===== src/rtl/otl_consts.svh =====
// Constants of the overtravel limit handler: offsets, fields, resets, codes.
// Assumes inclusion by the package only; the top module uses its macros.
// Function
// [RQ1] Force stop when axis trips a limit
// [RQ2] Forward input off prohibits forward running
// [RQ3] Reverse input off prohibits reverse running
// [RQ4] Opposite-direction reference still accepted during overtravel
// [RQ5] Forward enable field uses or ignores input
// [RQ6] Reverse enable field uses or ignores input
// [RQ7] Stop choices: brake-hold, brake-coast, coast
// [RQ8] Decelerate with stop torque, then clamp/coast
// [RQ9] Torque control: no deceleration, coast after stop
// [RQ10] Stop torque 0..800 percent, default 800
// [RQ11] Applied stop torque clipped to motor maximum
// [RQ12] Latch warning on overtravel while powered
// [RQ13] Warning detection field, default off, immediate
// [RQ14] Warn only for reference-direction overtravel
// [RQ15] No reference: warn for either direction
// [RQ16] No warning while motor power off
// [RQ17] No warning at power-on with existing overtravel
// [RQ18] Clear command clears; rearm needs fresh overtravel
// [RQ19] Software limit overtravel also warns
// [RQ20] Warning never alters stopping or commands
// [RQ21] Host reads back position after warning; no position is held, the status register at 0x18 returns only flags
// [RQ22] Synchronise both limit inputs first
`ifndef OTL_CONSTS_SVH
`define OTL_CONSTS_SVH

// Register byte offsets
`define OTL_FWD_CFG_OFS     8'h00
`define OTL_REV_CFG_OFS     8'h04
`define OTL_STOP_CFG_OFS    8'h08
`define OTL_TORQ_CFG_OFS    8'h0c
`define OTL_WARN_CFG_OFS    8'h10
`define OTL_CTRL_OFS        8'h14
`define OTL_STATUS_OFS      8'h18

// Reset values
`define OTL_FWD_CFG_RST     16'h1000
`define OTL_REV_CFG_RST     16'h0002
`define OTL_STOP_CFG_RST    16'h0000
`define OTL_TORQ_CFG_RST    10'h320
`define OTL_WARN_CFG_RST    16'h0000

// Field codes
`define OTL_LIMIT_OFF       4'h8
`define OTL_WARN_ON         4'h1
`define OTL_STOP_COAST      4'h2
`define OTL_STOP_DB_COAST   4'h1
`define OTL_DECEL_CLAMP     4'h1
`define OTL_TORQ_MAX        10'h320

// Control bits
`define OTL_CTRL_RESTART    0
`define OTL_CTRL_WCLR       1

// AXI responses
`define OTL_RESP_OKAY       2'h0
`define OTL_RESP_SLVERR     2'h2

`endif


===== src/rtl/otl_pkg.sv =====
// Types of the overtravel limit handler.
// Assumes the constants header is on the include path.
package otl_pkg;
    `include "otl_consts.svh"

    typedef enum logic [1:0] {
        OTL_DIR_NONE,
        OTL_DIR_FWD,
        OTL_DIR_REV
    } otl_dir_t;

    typedef enum logic [1:0] {
        OTL_ST_RUN,
        OTL_ST_BRAKE,
        OTL_ST_HOLD
    } otl_state_t;
endpackage : otl_pkg


===== src/rtl/otl_top.sv =====
// Overtravel limit handler: limit inputs, stop method, warning, AXI4-Lite.
// Assumes limit pins are asynchronous; other inputs share aclk.
`timescale 1ns/1ps

module otl_top (
    // Clock and reset
    input  wire logic             aclk,
    input  wire logic             aresetn,
    // AXI4-Lite slave
    input  wire logic [7:0]       s_axi_awaddr,
    input  wire logic             s_axi_awvalid,
    output logic                  s_axi_awready,
    input  wire logic [31:0]      s_axi_wdata,
    input  wire logic [3:0]       s_axi_wstrb,
    input  wire logic             s_axi_wvalid,
    output logic                  s_axi_wready,
    output logic [1:0]            s_axi_bresp,
    output logic                  s_axi_bvalid,
    input  wire logic             s_axi_bready,
    input  wire logic [7:0]       s_axi_araddr,
    input  wire logic             s_axi_arvalid,
    output logic                  s_axi_arready,
    output logic [31:0]           s_axi_rdata,
    output logic [1:0]            s_axi_rresp,
    output logic                  s_axi_rvalid,
    input  wire logic             s_axi_rready,
    // Limit switch pins
    input  wire logic             fwd_limit_in,
    input  wire logic             rev_limit_in,
    // Drive state
    input  wire logic             servo_on,
    input  wire logic             torque_mode,
    input  wire logic             motor_stopped,
    input  wire otl_pkg::otl_dir_t ref_dir,
    input  wire logic             soft_fwd_limit,
    input  wire logic             soft_rev_limit,
    input  wire logic [9:0]       max_torque,
    input  wire logic             warn_clear_cmd,
    // Motion control
    output logic                  fwd_inhibit,
    output logic                  rev_inhibit,
    output logic                  dynamic_brake,
    output logic                  coast,
    output logic                  decel_stop,
    output logic                  zero_clamp,
    output logic [9:0]            estop_torque,
    output logic                  overtravel_warning
);
    import otl_pkg::*;

    // ********************************************************
    // Functions
    // ********************************************************
    function automatic logic [15:0] otl_merge(input logic [15:0] old_val,
                                              input logic [31:0] data,
                                              input logic [3:0]  strb);
        logic [15:0] res;
        res = old_val;
        if (strb[0]) begin
            res[7:0] = data[7:0];
        end
        if (strb[1]) begin
            res[15:8] = data[15:8];
        end
        return res;
    endfunction : otl_merge

    function automatic logic [9:0] otl_min(input logic [9:0] a,
                                           input logic [9:0] b);
        return (a < b) ? a : b;
    endfunction : otl_min

    // ********************************************************
    // Declarations
    // ********************************************************
    logic        fwd_meta_reg;
    logic        fwd_sync_reg;
    logic        rev_meta_reg;
    logic        rev_sync_reg;
    logic        aw_hold_reg;
    logic        w_hold_reg;
    logic [7:0]  waddr_reg;
    logic [31:0] wdata_reg;
    logic [3:0]  wstrb_reg;
    logic [15:0] fwd_cfg_reg;
    logic [15:0] rev_cfg_reg;
    logic [15:0] stop_cfg_reg;
    logic [15:0] fwd_act_reg;
    logic [15:0] rev_act_reg;
    logic [15:0] stop_act_reg;
    logic [9:0]  torq_cfg_reg;
    logic [15:0] warn_cfg_reg;
    logic        fwd_ot_q_reg;
    logic        rev_ot_q_reg;
    logic        servo_q_reg;
    logic        stop_fwd_reg;
    otl_state_t  state_reg;
    otl_state_t  state_next;
    logic        aw_take;
    logic        w_take;
    logic        do_write;
    logic        bvalid_next;
    logic        aw_hold_next;
    logic        w_hold_next;
    logic        ar_take;
    logic        rvalid_next;
    logic        wr_ctrl;
    logic        restart;
    logic        sw_clear;
    logic        fwd_ot;
    logic        rev_ot;
    logic        decel_sel;
    logic        warn_set;
    logic        stop_trig;
    logic        hold_exit;
    logic [9:0]  torq_wr;

    // ********************************************************
    // Limit input synchronisers
    // ********************************************************
    always_ff @(posedge aclk) begin
        if (!aresetn) begin
            fwd_meta_reg <= 1'b1;
            fwd_sync_reg <= 1'b1;
            rev_meta_reg <= 1'b1;
            rev_sync_reg <= 1'b1;
        end else begin
            fwd_meta_reg <= fwd_limit_in;   // [RQ22]
            fwd_sync_reg <= fwd_meta_reg;   // [RQ22]
            rev_meta_reg <= rev_limit_in;   // [RQ22]
            rev_sync_reg <= rev_meta_reg;   // [RQ22]
        end
    end

    // ********************************************************
    // AXI4-Lite write channel
    // ********************************************************
    assign aw_take      = s_axi_awready & s_axi_awvalid;
    assign w_take       = s_axi_wready & s_axi_wvalid;
    assign do_write     = aw_hold_reg & w_hold_reg & ~s_axi_bvalid;
    assign bvalid_next  = do_write | (s_axi_bvalid & ~s_axi_bready);
    assign aw_hold_next = ~do_write & (aw_hold_reg | aw_take);
    assign w_hold_next  = ~do_write & (w_hold_reg | w_take);

    always_ff @(posedge aclk) begin
        if (!aresetn) begin
            aw_hold_reg   <= 1'b0;
            w_hold_reg    <= 1'b0;
            waddr_reg     <= 8'h00;
            wdata_reg     <= 32'h0000_0000;
            wstrb_reg     <= 4'h0;
            s_axi_awready <= 1'b0;
            s_axi_wready  <= 1'b0;
            s_axi_bvalid  <= 1'b0;
            s_axi_bresp   <= `OTL_RESP_OKAY;
        end else begin
            aw_hold_reg   <= aw_hold_next;
            w_hold_reg    <= w_hold_next;
            s_axi_awready <= ~aw_hold_next & ~bvalid_next;
            s_axi_wready  <= ~w_hold_next & ~bvalid_next;
            s_axi_bvalid  <= bvalid_next;
            if (aw_take) begin
                waddr_reg <= s_axi_awaddr;
            end
            if (w_take) begin
                wdata_reg <= s_axi_wdata;
                wstrb_reg <= s_axi_wstrb;
            end
            if (do_write) begin
                unique case (waddr_reg)
                    `OTL_FWD_CFG_OFS, `OTL_REV_CFG_OFS, `OTL_STOP_CFG_OFS,
                    `OTL_TORQ_CFG_OFS, `OTL_WARN_CFG_OFS, `OTL_CTRL_OFS,
                    `OTL_STATUS_OFS: s_axi_bresp <= `OTL_RESP_OKAY;
                    default:         s_axi_bresp <= `OTL_RESP_SLVERR;
                endcase
            end
        end
    end

    assign wr_ctrl  = do_write & (waddr_reg == `OTL_CTRL_OFS) & wstrb_reg[0];
    assign restart  = wr_ctrl & wdata_reg[`OTL_CTRL_RESTART];
    assign sw_clear = wr_ctrl & wdata_reg[`OTL_CTRL_WCLR];
    // Out-of-range torque settings saturate at the top of the range
    assign torq_wr  = (wdata_reg[15:10] != 6'h00) ? `OTL_TORQ_MAX
                    : otl_min(wdata_reg[9:0], `OTL_TORQ_MAX);  // [RQ10]

    // ********************************************************
    // Configuration registers
    // ********************************************************
    always_ff @(posedge aclk) begin
        if (!aresetn) begin
            fwd_cfg_reg  <= `OTL_FWD_CFG_RST;
            rev_cfg_reg  <= `OTL_REV_CFG_RST;
            stop_cfg_reg <= `OTL_STOP_CFG_RST;
            torq_cfg_reg <= `OTL_TORQ_CFG_RST;     // [RQ10]
            warn_cfg_reg <= `OTL_WARN_CFG_RST;     // [RQ13]
        end else if (do_write) begin
            unique case (waddr_reg)
                `OTL_FWD_CFG_OFS:
                    fwd_cfg_reg <= otl_merge(fwd_cfg_reg, wdata_reg, wstrb_reg);
                `OTL_REV_CFG_OFS:
                    rev_cfg_reg <= otl_merge(rev_cfg_reg, wdata_reg, wstrb_reg);
                `OTL_STOP_CFG_OFS:
                    stop_cfg_reg <= otl_merge(stop_cfg_reg, wdata_reg, wstrb_reg);
                `OTL_TORQ_CFG_OFS: begin
                    if (wstrb_reg[1:0] == 2'h3) begin
                        torq_cfg_reg <= torq_wr;   // [RQ10]
                    end
                end
                `OTL_WARN_CFG_OFS:
                    warn_cfg_reg <= otl_merge(warn_cfg_reg, wdata_reg, wstrb_reg);
                default: ;
            endcase
        end
    end

    // Restart-class settings only reach the logic on a restart
    always_ff @(posedge aclk) begin
        if (!aresetn) begin
            fwd_act_reg  <= `OTL_FWD_CFG_RST;
            rev_act_reg  <= `OTL_REV_CFG_RST;
            stop_act_reg <= `OTL_STOP_CFG_RST;
        end else if (restart) begin
            fwd_act_reg  <= fwd_cfg_reg;    // [RQ5]
            rev_act_reg  <= rev_cfg_reg;    // [RQ6]
            stop_act_reg <= stop_cfg_reg;   // [RQ7]
        end
    end

    // ********************************************************
    // AXI4-Lite read channel
    // ********************************************************
    assign ar_take     = s_axi_arready & s_axi_arvalid;
    assign rvalid_next = ar_take | (s_axi_rvalid & ~s_axi_rready);

    always_ff @(posedge aclk) begin
        if (!aresetn) begin
            s_axi_arready <= 1'b0;
            s_axi_rvalid  <= 1'b0;
            s_axi_rdata   <= 32'h0000_0000;
            s_axi_rresp   <= `OTL_RESP_OKAY;
        end else begin
            s_axi_arready <= ~rvalid_next;
            s_axi_rvalid  <= rvalid_next;
            if (ar_take) begin
                s_axi_rresp <= `OTL_RESP_OKAY;
                unique case (s_axi_araddr)
                    `OTL_FWD_CFG_OFS:  s_axi_rdata <= {16'h0000, fwd_cfg_reg};
                    `OTL_REV_CFG_OFS:  s_axi_rdata <= {16'h0000, rev_cfg_reg};
                    `OTL_STOP_CFG_OFS: s_axi_rdata <= {16'h0000, stop_cfg_reg};
                    `OTL_TORQ_CFG_OFS: s_axi_rdata <= {22'h000000, torq_cfg_reg};
                    `OTL_WARN_CFG_OFS: s_axi_rdata <= {16'h0000, warn_cfg_reg};
                    `OTL_CTRL_OFS:     s_axi_rdata <= 32'h0000_0000;
                    `OTL_STATUS_OFS:
                        s_axi_rdata <= {23'h000000, rev_inhibit, fwd_inhibit,
                                        zero_clamp, decel_stop, coast,
                                        dynamic_brake, overtravel_warning,
                                        rev_ot, fwd_ot};
                    default: begin
                        s_axi_rdata <= 32'h0000_0000;
                        s_axi_rresp <= `OTL_RESP_SLVERR;
                    end
                endcase
            end
        end
    end

    // ********************************************************
    // Overtravel detection
    // ********************************************************
    assign fwd_ot = ((fwd_act_reg[15:12] != `OTL_LIMIT_OFF) & ~fwd_sync_reg)
                  | soft_fwd_limit;  // [RQ2] [RQ5] [RQ19]
    assign rev_ot = ((rev_act_reg[3:0] != `OTL_LIMIT_OFF) & ~rev_sync_reg)
                  | soft_rev_limit;  // [RQ3] [RQ6] [RQ19]

    always_ff @(posedge aclk) begin
        if (!aresetn) begin
            fwd_inhibit <= 1'b0;
            rev_inhibit <= 1'b0;
        end else begin
            // Only the tripped direction is blocked
            fwd_inhibit <= fwd_ot;   // [RQ2] [RQ4]
            rev_inhibit <= rev_ot;   // [RQ3] [RQ4]
        end
    end

    // ********************************************************
    // Stop sequencer
    // ********************************************************
    assign decel_sel = (stop_act_reg[7:4] != 4'h0) & ~torque_mode;  // [RQ8] [RQ9]
    assign stop_trig = (fwd_ot & (ref_dir != OTL_DIR_REV))
                     | (rev_ot & (ref_dir != OTL_DIR_FWD));         // [RQ1] [RQ4]
    assign hold_exit = stop_fwd_reg
                     ? (~fwd_ot | (ref_dir == OTL_DIR_REV))
                     : (~rev_ot | (ref_dir == OTL_DIR_FWD));        // [RQ4]

    always_comb begin
        state_next = state_reg;
        if (!servo_on) begin
            state_next = OTL_ST_RUN;
        end else begin
            unique case (state_reg)
                OTL_ST_RUN:   if (stop_trig) state_next = OTL_ST_BRAKE;    // [RQ1]
                OTL_ST_BRAKE: if (motor_stopped) state_next = OTL_ST_HOLD;
                OTL_ST_HOLD:  if (hold_exit) state_next = OTL_ST_RUN;
            endcase
        end
    end

    always_ff @(posedge aclk) begin
        if (!aresetn) begin
            state_reg    <= OTL_ST_RUN;
            stop_fwd_reg <= 1'b0;
        end else begin
            state_reg <= state_next;
            if (state_reg == OTL_ST_RUN && state_next == OTL_ST_BRAKE) begin
                stop_fwd_reg <= fwd_ot & (ref_dir != OTL_DIR_REV);
            end
        end
    end

    // Stop actions follow the state by one cycle; warning plays no part
    always_ff @(posedge aclk) begin
        if (!aresetn) begin
            dynamic_brake <= 1'b0;
            coast         <= 1'b0;
            decel_stop    <= 1'b0;
            zero_clamp    <= 1'b0;
        end else begin
            dynamic_brake <= 1'b0;
            coast         <= 1'b0;
            decel_stop    <= 1'b0;
            zero_clamp    <= 1'b0;
            unique case (state_reg)
                OTL_ST_RUN: ;
                OTL_ST_BRAKE: begin
                    if (decel_sel) begin
                        decel_stop <= 1'b1;                               // [RQ8]
                    end else if (stop_act_reg[3:0] == `OTL_STOP_COAST) begin
                        coast <= 1'b1;                                    // [RQ7]
                    end else begin
                        dynamic_brake <= 1'b1;                            // [RQ7] [RQ9]
                    end
                end
                OTL_ST_HOLD: begin
                    if (decel_sel && stop_act_reg[7:4] == `OTL_DECEL_CLAMP) begin
                        zero_clamp <= 1'b1;                               // [RQ8]
                    end else if (!torque_mode && !decel_sel
                                 && stop_act_reg[3:0] == 4'h0) begin
                        dynamic_brake <= 1'b1;                            // [RQ7]
                    end else begin
                        coast <= 1'b1;                                    // [RQ7] [RQ9]
                    end
                end
            endcase
        end
    end

    always_ff @(posedge aclk) begin
        if (!aresetn) begin
            estop_torque <= `OTL_TORQ_CFG_RST;
        end else begin
            estop_torque <= otl_min(torq_cfg_reg, max_torque);   // [RQ10] [RQ11]
        end
    end

    // ********************************************************
    // Overtravel warning
    // ********************************************************
    // Fresh overtravel edges only, so power-on and post-clear stay quiet
    assign warn_set = (warn_cfg_reg[15:12] == `OTL_WARN_ON)              // [RQ13]
                    & servo_on & servo_q_reg                              // [RQ16] [RQ17]
                    & (((fwd_ot & ~fwd_ot_q_reg) & (ref_dir != OTL_DIR_REV))
                     | ((rev_ot & ~rev_ot_q_reg)
                        & (ref_dir != OTL_DIR_FWD)));  // [RQ12] [RQ14] [RQ15] [RQ18]

    always_ff @(posedge aclk) begin
        if (!aresetn) begin
            fwd_ot_q_reg       <= 1'b0;
            rev_ot_q_reg       <= 1'b0;
            servo_q_reg        <= 1'b0;
            overtravel_warning <= 1'b0;
        end else begin
            fwd_ot_q_reg <= fwd_ot;
            rev_ot_q_reg <= rev_ot;
            servo_q_reg  <= servo_on;
            if (warn_set) begin
                overtravel_warning <= 1'b1;   // [RQ12] [RQ20]
            end else if (warn_clear_cmd || sw_clear) begin
                overtravel_warning <= 1'b0;   // [RQ18]
            end
        end
    end

endmodule : otl_top


===== config.mk =====
export PLATFORM = sky130hd
export DESIGN_NAME = otl_top
export DESIGN_NICKNAME = d
export VERILOG_FILES = /design/src/rtl/otl_pkg.sv /design/src/rtl/otl_top.sv
export VERILOG_INCLUDE_DIRS = /design/src /design/src/rtl
export SDC_FILE = /design/constraint.sdc
export NUM_CORES = 1
export LEC_CHECK = 0
export ABC_AREA = 1
export BUFFER_PORTS_ARGS = -buffer_cell sky130_fd_sc_hd__buf_2
export CAP_MARGIN = 10
export CORE_MARGIN = 2
export CORE_UTILIZATION = 56
export DETAILED_ROUTE_END_ITERATION = 10
export GPL_ROUTABILITY_DRIVEN = 0
export GPL_TIMING_DRIVEN = 1
export PLACE_DENSITY_LB_ADDON = 0.3
export SETUP_SLACK_MARGIN = 0.15
export SLEW_MARGIN = 15
export SYNTH_ARGS = -nofsm -noshare
export SYNTH_HDL_FRONTEND = slang
export SYNTH_SLANG_ARGS = --single-unit
export TNS_END_PERCENT = 50

===== constraint.sdc =====
create_clock -name aclk -period 2.5 [get_ports aclk]
set_input_delay 0 -clock aclk [delete_from_list [all_inputs] [get_ports aclk]]
set_output_delay 0 -clock aclk [all_outputs]
set_load 0.03 [all_outputs]

==> results.md <==
- The flow ran to the end, and the final reports show no timing, DRC or antenna violations.
- The total of flip-flops plus latches after synthesis is 166.
- The total negative slack for setup checks is 0 ps.
- Of the total power, combinational logic draws 0.093.
- The TritonCTS sink count is 166.
- The leakage power figure is 3.750 nW.
- The fraction of power consumed by sequential logic is 0.440.
- TritonCTS built the clock tree.
- In this run, post-CTS repair resized a total of 0 instances.
- The tree is rooted in a sky130_fd_sc_hd__clkbuf_16.
- Clock latency on the worst-skew pair, taken at its later pin, is 430 ps.
- The cell area after synthesis is 0.007064 sq mm.
- The starting density of the core is 0.5667.
- Counting cells, the worst reg-to-reg path comes to 10.
- The worst hold path passes through 6 cells.
- The startpoint of the lowest-slack register-to-register path is waddr_reg[0].
- The clock network fraction of design power is 0.468.
- The detailed router's first-iteration violation count is 556.
- The wire length after detailed routing is 18280 um.
- The number of clock buffers added by TritonCTS is 17.
- The placeable core region is 0.01247 sq mm.
- The number of hold-slack violations in the final timing report came to 0.
- The final hold slack is 26.04 ps.
- In this run the count of I/O pins placed on the die edge is 137.
- Setup repair after global routing left no endpoint under its margin.
- After detailed routing, the number of remaining DRC violations is 0.
- Data on the critical path arrives at its endpoint at 2270 ps.
- The tightest min-delay check is of the in2reg type.
- From bottom edge to top edge, the die measures 116.3 um.
- The die covers 0.01353 sq mm.
- The x dimension of the die is 116.3 um.
- The fraction of power spent switching nets is 0.2440.
- The total overflow left after global routing is 0.
- The final setup skew is 7.236 ps.
- Across the run, the number of max-cap violations was 0.
- STA puts the critical path data required time at 2810 ps.
- The first global-routing pass estimated 28990 um of wire.
- The final HPWL from detailed placement is 12240 um.
- The floorplan has 41 rows.
- Setup violations remaining at the end of the flow were counted as 0.
- Of all flip-flops after synthesis, the portion carrying an async set or reset was 0.
- In the final routed layout, each cell accounts on average for 15.01 um.
- The count of nets left with antenna violations once routing finished came out at 0.
- The power per unit of standard cell area is 725.4 mW/mm^2.
- The mean cell area of the mapped netlist is 7.867 sq um.
- The total number of H-tree levels is 4.
- The path with the worst hold slack has its endpoint at state_reg[0].
- After synthesis, the most frequently instantiated cells are 166 x sky130_fd_sc_hd__dfxtp_1, 137 x sky130_fd_sc_hd__a21oi_1, 123 x sky130_fd_sc_hd__o21ai_0, 110 x sky130_fd_sc_hd__nand2_1, 100 x sky130_fd_sc_hd__inv_1.
- The number of buffers between clock root and the deepest sink is 2.
- The number of warning messages in the yosys log is 0.
- The design draws 6.302 mW.
- The final critical path time including I/O delays and setup is 1955 ps.
- The share of the synthesized area in the top cell type is 0.4704.
- The area growth from synthesis to layout is 22.99%.
- The vias after detailed routing is 6463.
- The number of antenna violations at the first check in global routing is 0.
- Summed over all nets, the switching power comes to 1.538 mW.
- The number of slew-limit violations in the final report is 0.
- The share of final-layout standard cells stronger than drive strength 1 is 0.1759.
- The number of filler cells placed in the layout is 1030.
- The critical path class is reg2reg.
- The number of distinct standard cells referenced by the synthesized netlist is 47.
- The synthesized design contains 0 enable-type register cells.
- The normalized max-slew margin is 0.3565.
- Timing would allow up to 511.6 MHz.
- Of the synthesized area, sequential elements account for 0.4704.
- Entering global routing, the biggest net connects 83 pins.
- The origin of the worst min-delay path is motor_stopped.
- Sorting the synthesized cells by area gives the leading types as sky130_fd_sc_hd__dfxtp_1 47%, sky130_fd_sc_hd__a21oi_1 9.7%, sky130_fd_sc_hd__o21ai_0 8.7%, sky130_fd_sc_hd__nand2_1 5.8%, sky130_fd_sc_hd__inv_1 5.3%.
- After clock tree synthesis, the clock-pin slew on the worst setup and hold paths is 70 ps.
- The biggest area consumer among synthesized cells is sky130_fd_sc_hd__dfxtp_1.
- The cell-internal power is 4.765 mW.
- The highest fanout seen on the critical path is 11.
- Before antenna repair, the detailed router went through 7 iterations.
- The worst setup path is launched from a register.
- The global-route usage over all layers is 0.2781.
- The antenna diode instance count is 0.
- Port buffering added 100 buffers.
- The endpoint kind of the worst setup timing path is a register.
- In this run the critical register-to-register path is captured at stop_cfg_reg[0].
- At the end of the flow, the number of nets in the layout was 1124.
- The most instantiated library cell after synthesis is sky130_fd_sc_hd__dfxtp_1.
- Of the available clock period, the critical path in the final layout requires 0.7818.
- The via count of the first global-routing pass is 5897.
- The cell count after synthesis is 898.
- The via count normalized by instance count is 5.306.
- The slew of the pin with the lowest slew margin is 964.2 ps.
- Across all register-to-register paths, the minimum setup slack is 550 ps.
- The worst supply voltage drop on vdd is 0.5585 mV.
- For this run, the leading register cell type out of synthesis is sky130_fd_sc_hd__dfxtp_1.
[routing by layer]
metal	up-vias	wire [um]	global-route usage
met2	246	8469	0.4550
met4	0	524	0.1079
met1	2941	8013	0.3565
met3	43	1273	0.06746
li1	3233	-	-
met5	-	0	0
[cells in the final DEF (no fill, tap or decap), types with 7 or more instances in the layout]
cell type	count
sky130_fd_sc_hd__a211oi_1	12
sky130_fd_sc_hd__o21ai_0	123
sky130_fd_sc_hd__nand3_1	14
sky130_fd_sc_hd__buf_2	100
sky130_fd_sc_hd__inv_2	11
sky130_fd_sc_hd__dfxtp_1	166
sky130_fd_sc_hd__buf_4	11
sky130_fd_sc_hd__ha_1	12
sky130_fd_sc_hd__dlygate4sd3_1	46
sky130_fd_sc_hd__nand2_1	110
sky130_fd_sc_hd__nor2_1	72
sky130_fd_sc_hd__nor3_1	12
sky130_fd_sc_hd__inv_1	100
sky130_fd_sc_hd__o22ai_1	7
sky130_fd_sc_hd__a21oi_1	137
sky130_fd_sc_hd__conb_1	18
sky130_fd_sc_hd__clkbuf_16	17
[cell type report]
class / instances / area [sq um] / area share
Multi-Input combinational cell: 578 / 3008 / 0.3462
Tap cell: 172 / 215.2 / 0.02477
Clock inverter: 13 / 219.0 / 0.02520
Inverter: 113 / 426.7 / 0.04911
Sequential cell: 166 / 3323 / 0.3825
Clock buffer: 19 / 452.9 / 0.05213
Timing Repair Buffer: 157 / 1044 / 0.1201
[metrics by stage]
| step | std cells | worst slack [ps] | util | area, sq um |
|---|---|---|---|---|
| floorplan | 915 | 971.4 | - | 7128 |
| global route | 1218 | 392.2 | 0.6970 | 8688 |
| finish | 1218 | 545.5 | 0.6970 | 8688 |
| global placement | 1140 | 694.6 | 0.6061 | 7556 |
| CTS | 1218 | 606.6 | 0.6970 | 8688 |
| detailed placement | 1140 | 612.2 | 0.6061 | 7556 |
[power groups by stage]
stage / clock [mW] / sequential, mW / combinational (mW)
global placement: 0 / 2.82 / 0.514
CTS: 2.96 / 2.77 / 0.579
detailed placement: 0 / 2.83 / 0.521
global route: 3.09 / 2.77 / 0.649
floorplan: 0 / 2.87 / 0.331
finish: 2.95 / 2.77 / 0.585
[kinds of logic (layout without fill, tap and decap cells)]
group	Yosys count	count (layout)	synth area share
AND/OR/NAND/NOR	243	243	0.1605
other	1	18	0.0005308
AO/OA/AOI/OAI	305	305	0.2345
buffers and inverters	171	302	0.1128
adder cells (fa/ha/maj)	12	12	0.02125
flip-flops	166	166	0.4704
[what timing repair did]
item	4_1_cts	5_1_grt
buffers inserted	0	0
hold endpoints to repair	52	0
hold buffers	46	0
[critical path: stages (launching register included)]
cell,delay [ps]
sky130_fd_sc_hd__dfxtp_1,320
sky130_fd_sc_hd__nor2_2,130
sky130_fd_sc_hd__inv_2,50
sky130_fd_sc_hd__nor3_1,140
sky130_fd_sc_hd__inv_1,90
sky130_fd_sc_hd__nor2_2,140
sky130_fd_sc_hd__inv_2,90
sky130_fd_sc_hd__nor2_2,390
sky130_fd_sc_hd__inv_1,190
sky130_fd_sc_hd__o21ai_0,230
sky130_fd_sc_hd__a21oi_1,70
[worst max path at each step]
stage | from | to | cells past startpoint
finish | waddr_reg[0] | stop_cfg_reg[0] | 10
floorplan | s_axi_bvalid | rev_cfg_reg[13] | 8
CTS | waddr_reg[0] | stop_cfg_reg[0] | 10
global route | waddr_reg[6] | torq_cfg_reg[6] | 7
detailed placement | waddr_reg[0] | stop_cfg_reg[0] | 10
global placement | waddr_reg[0] | stop_cfg_reg[0] | 10
Power figures use the tool's default switching activity.
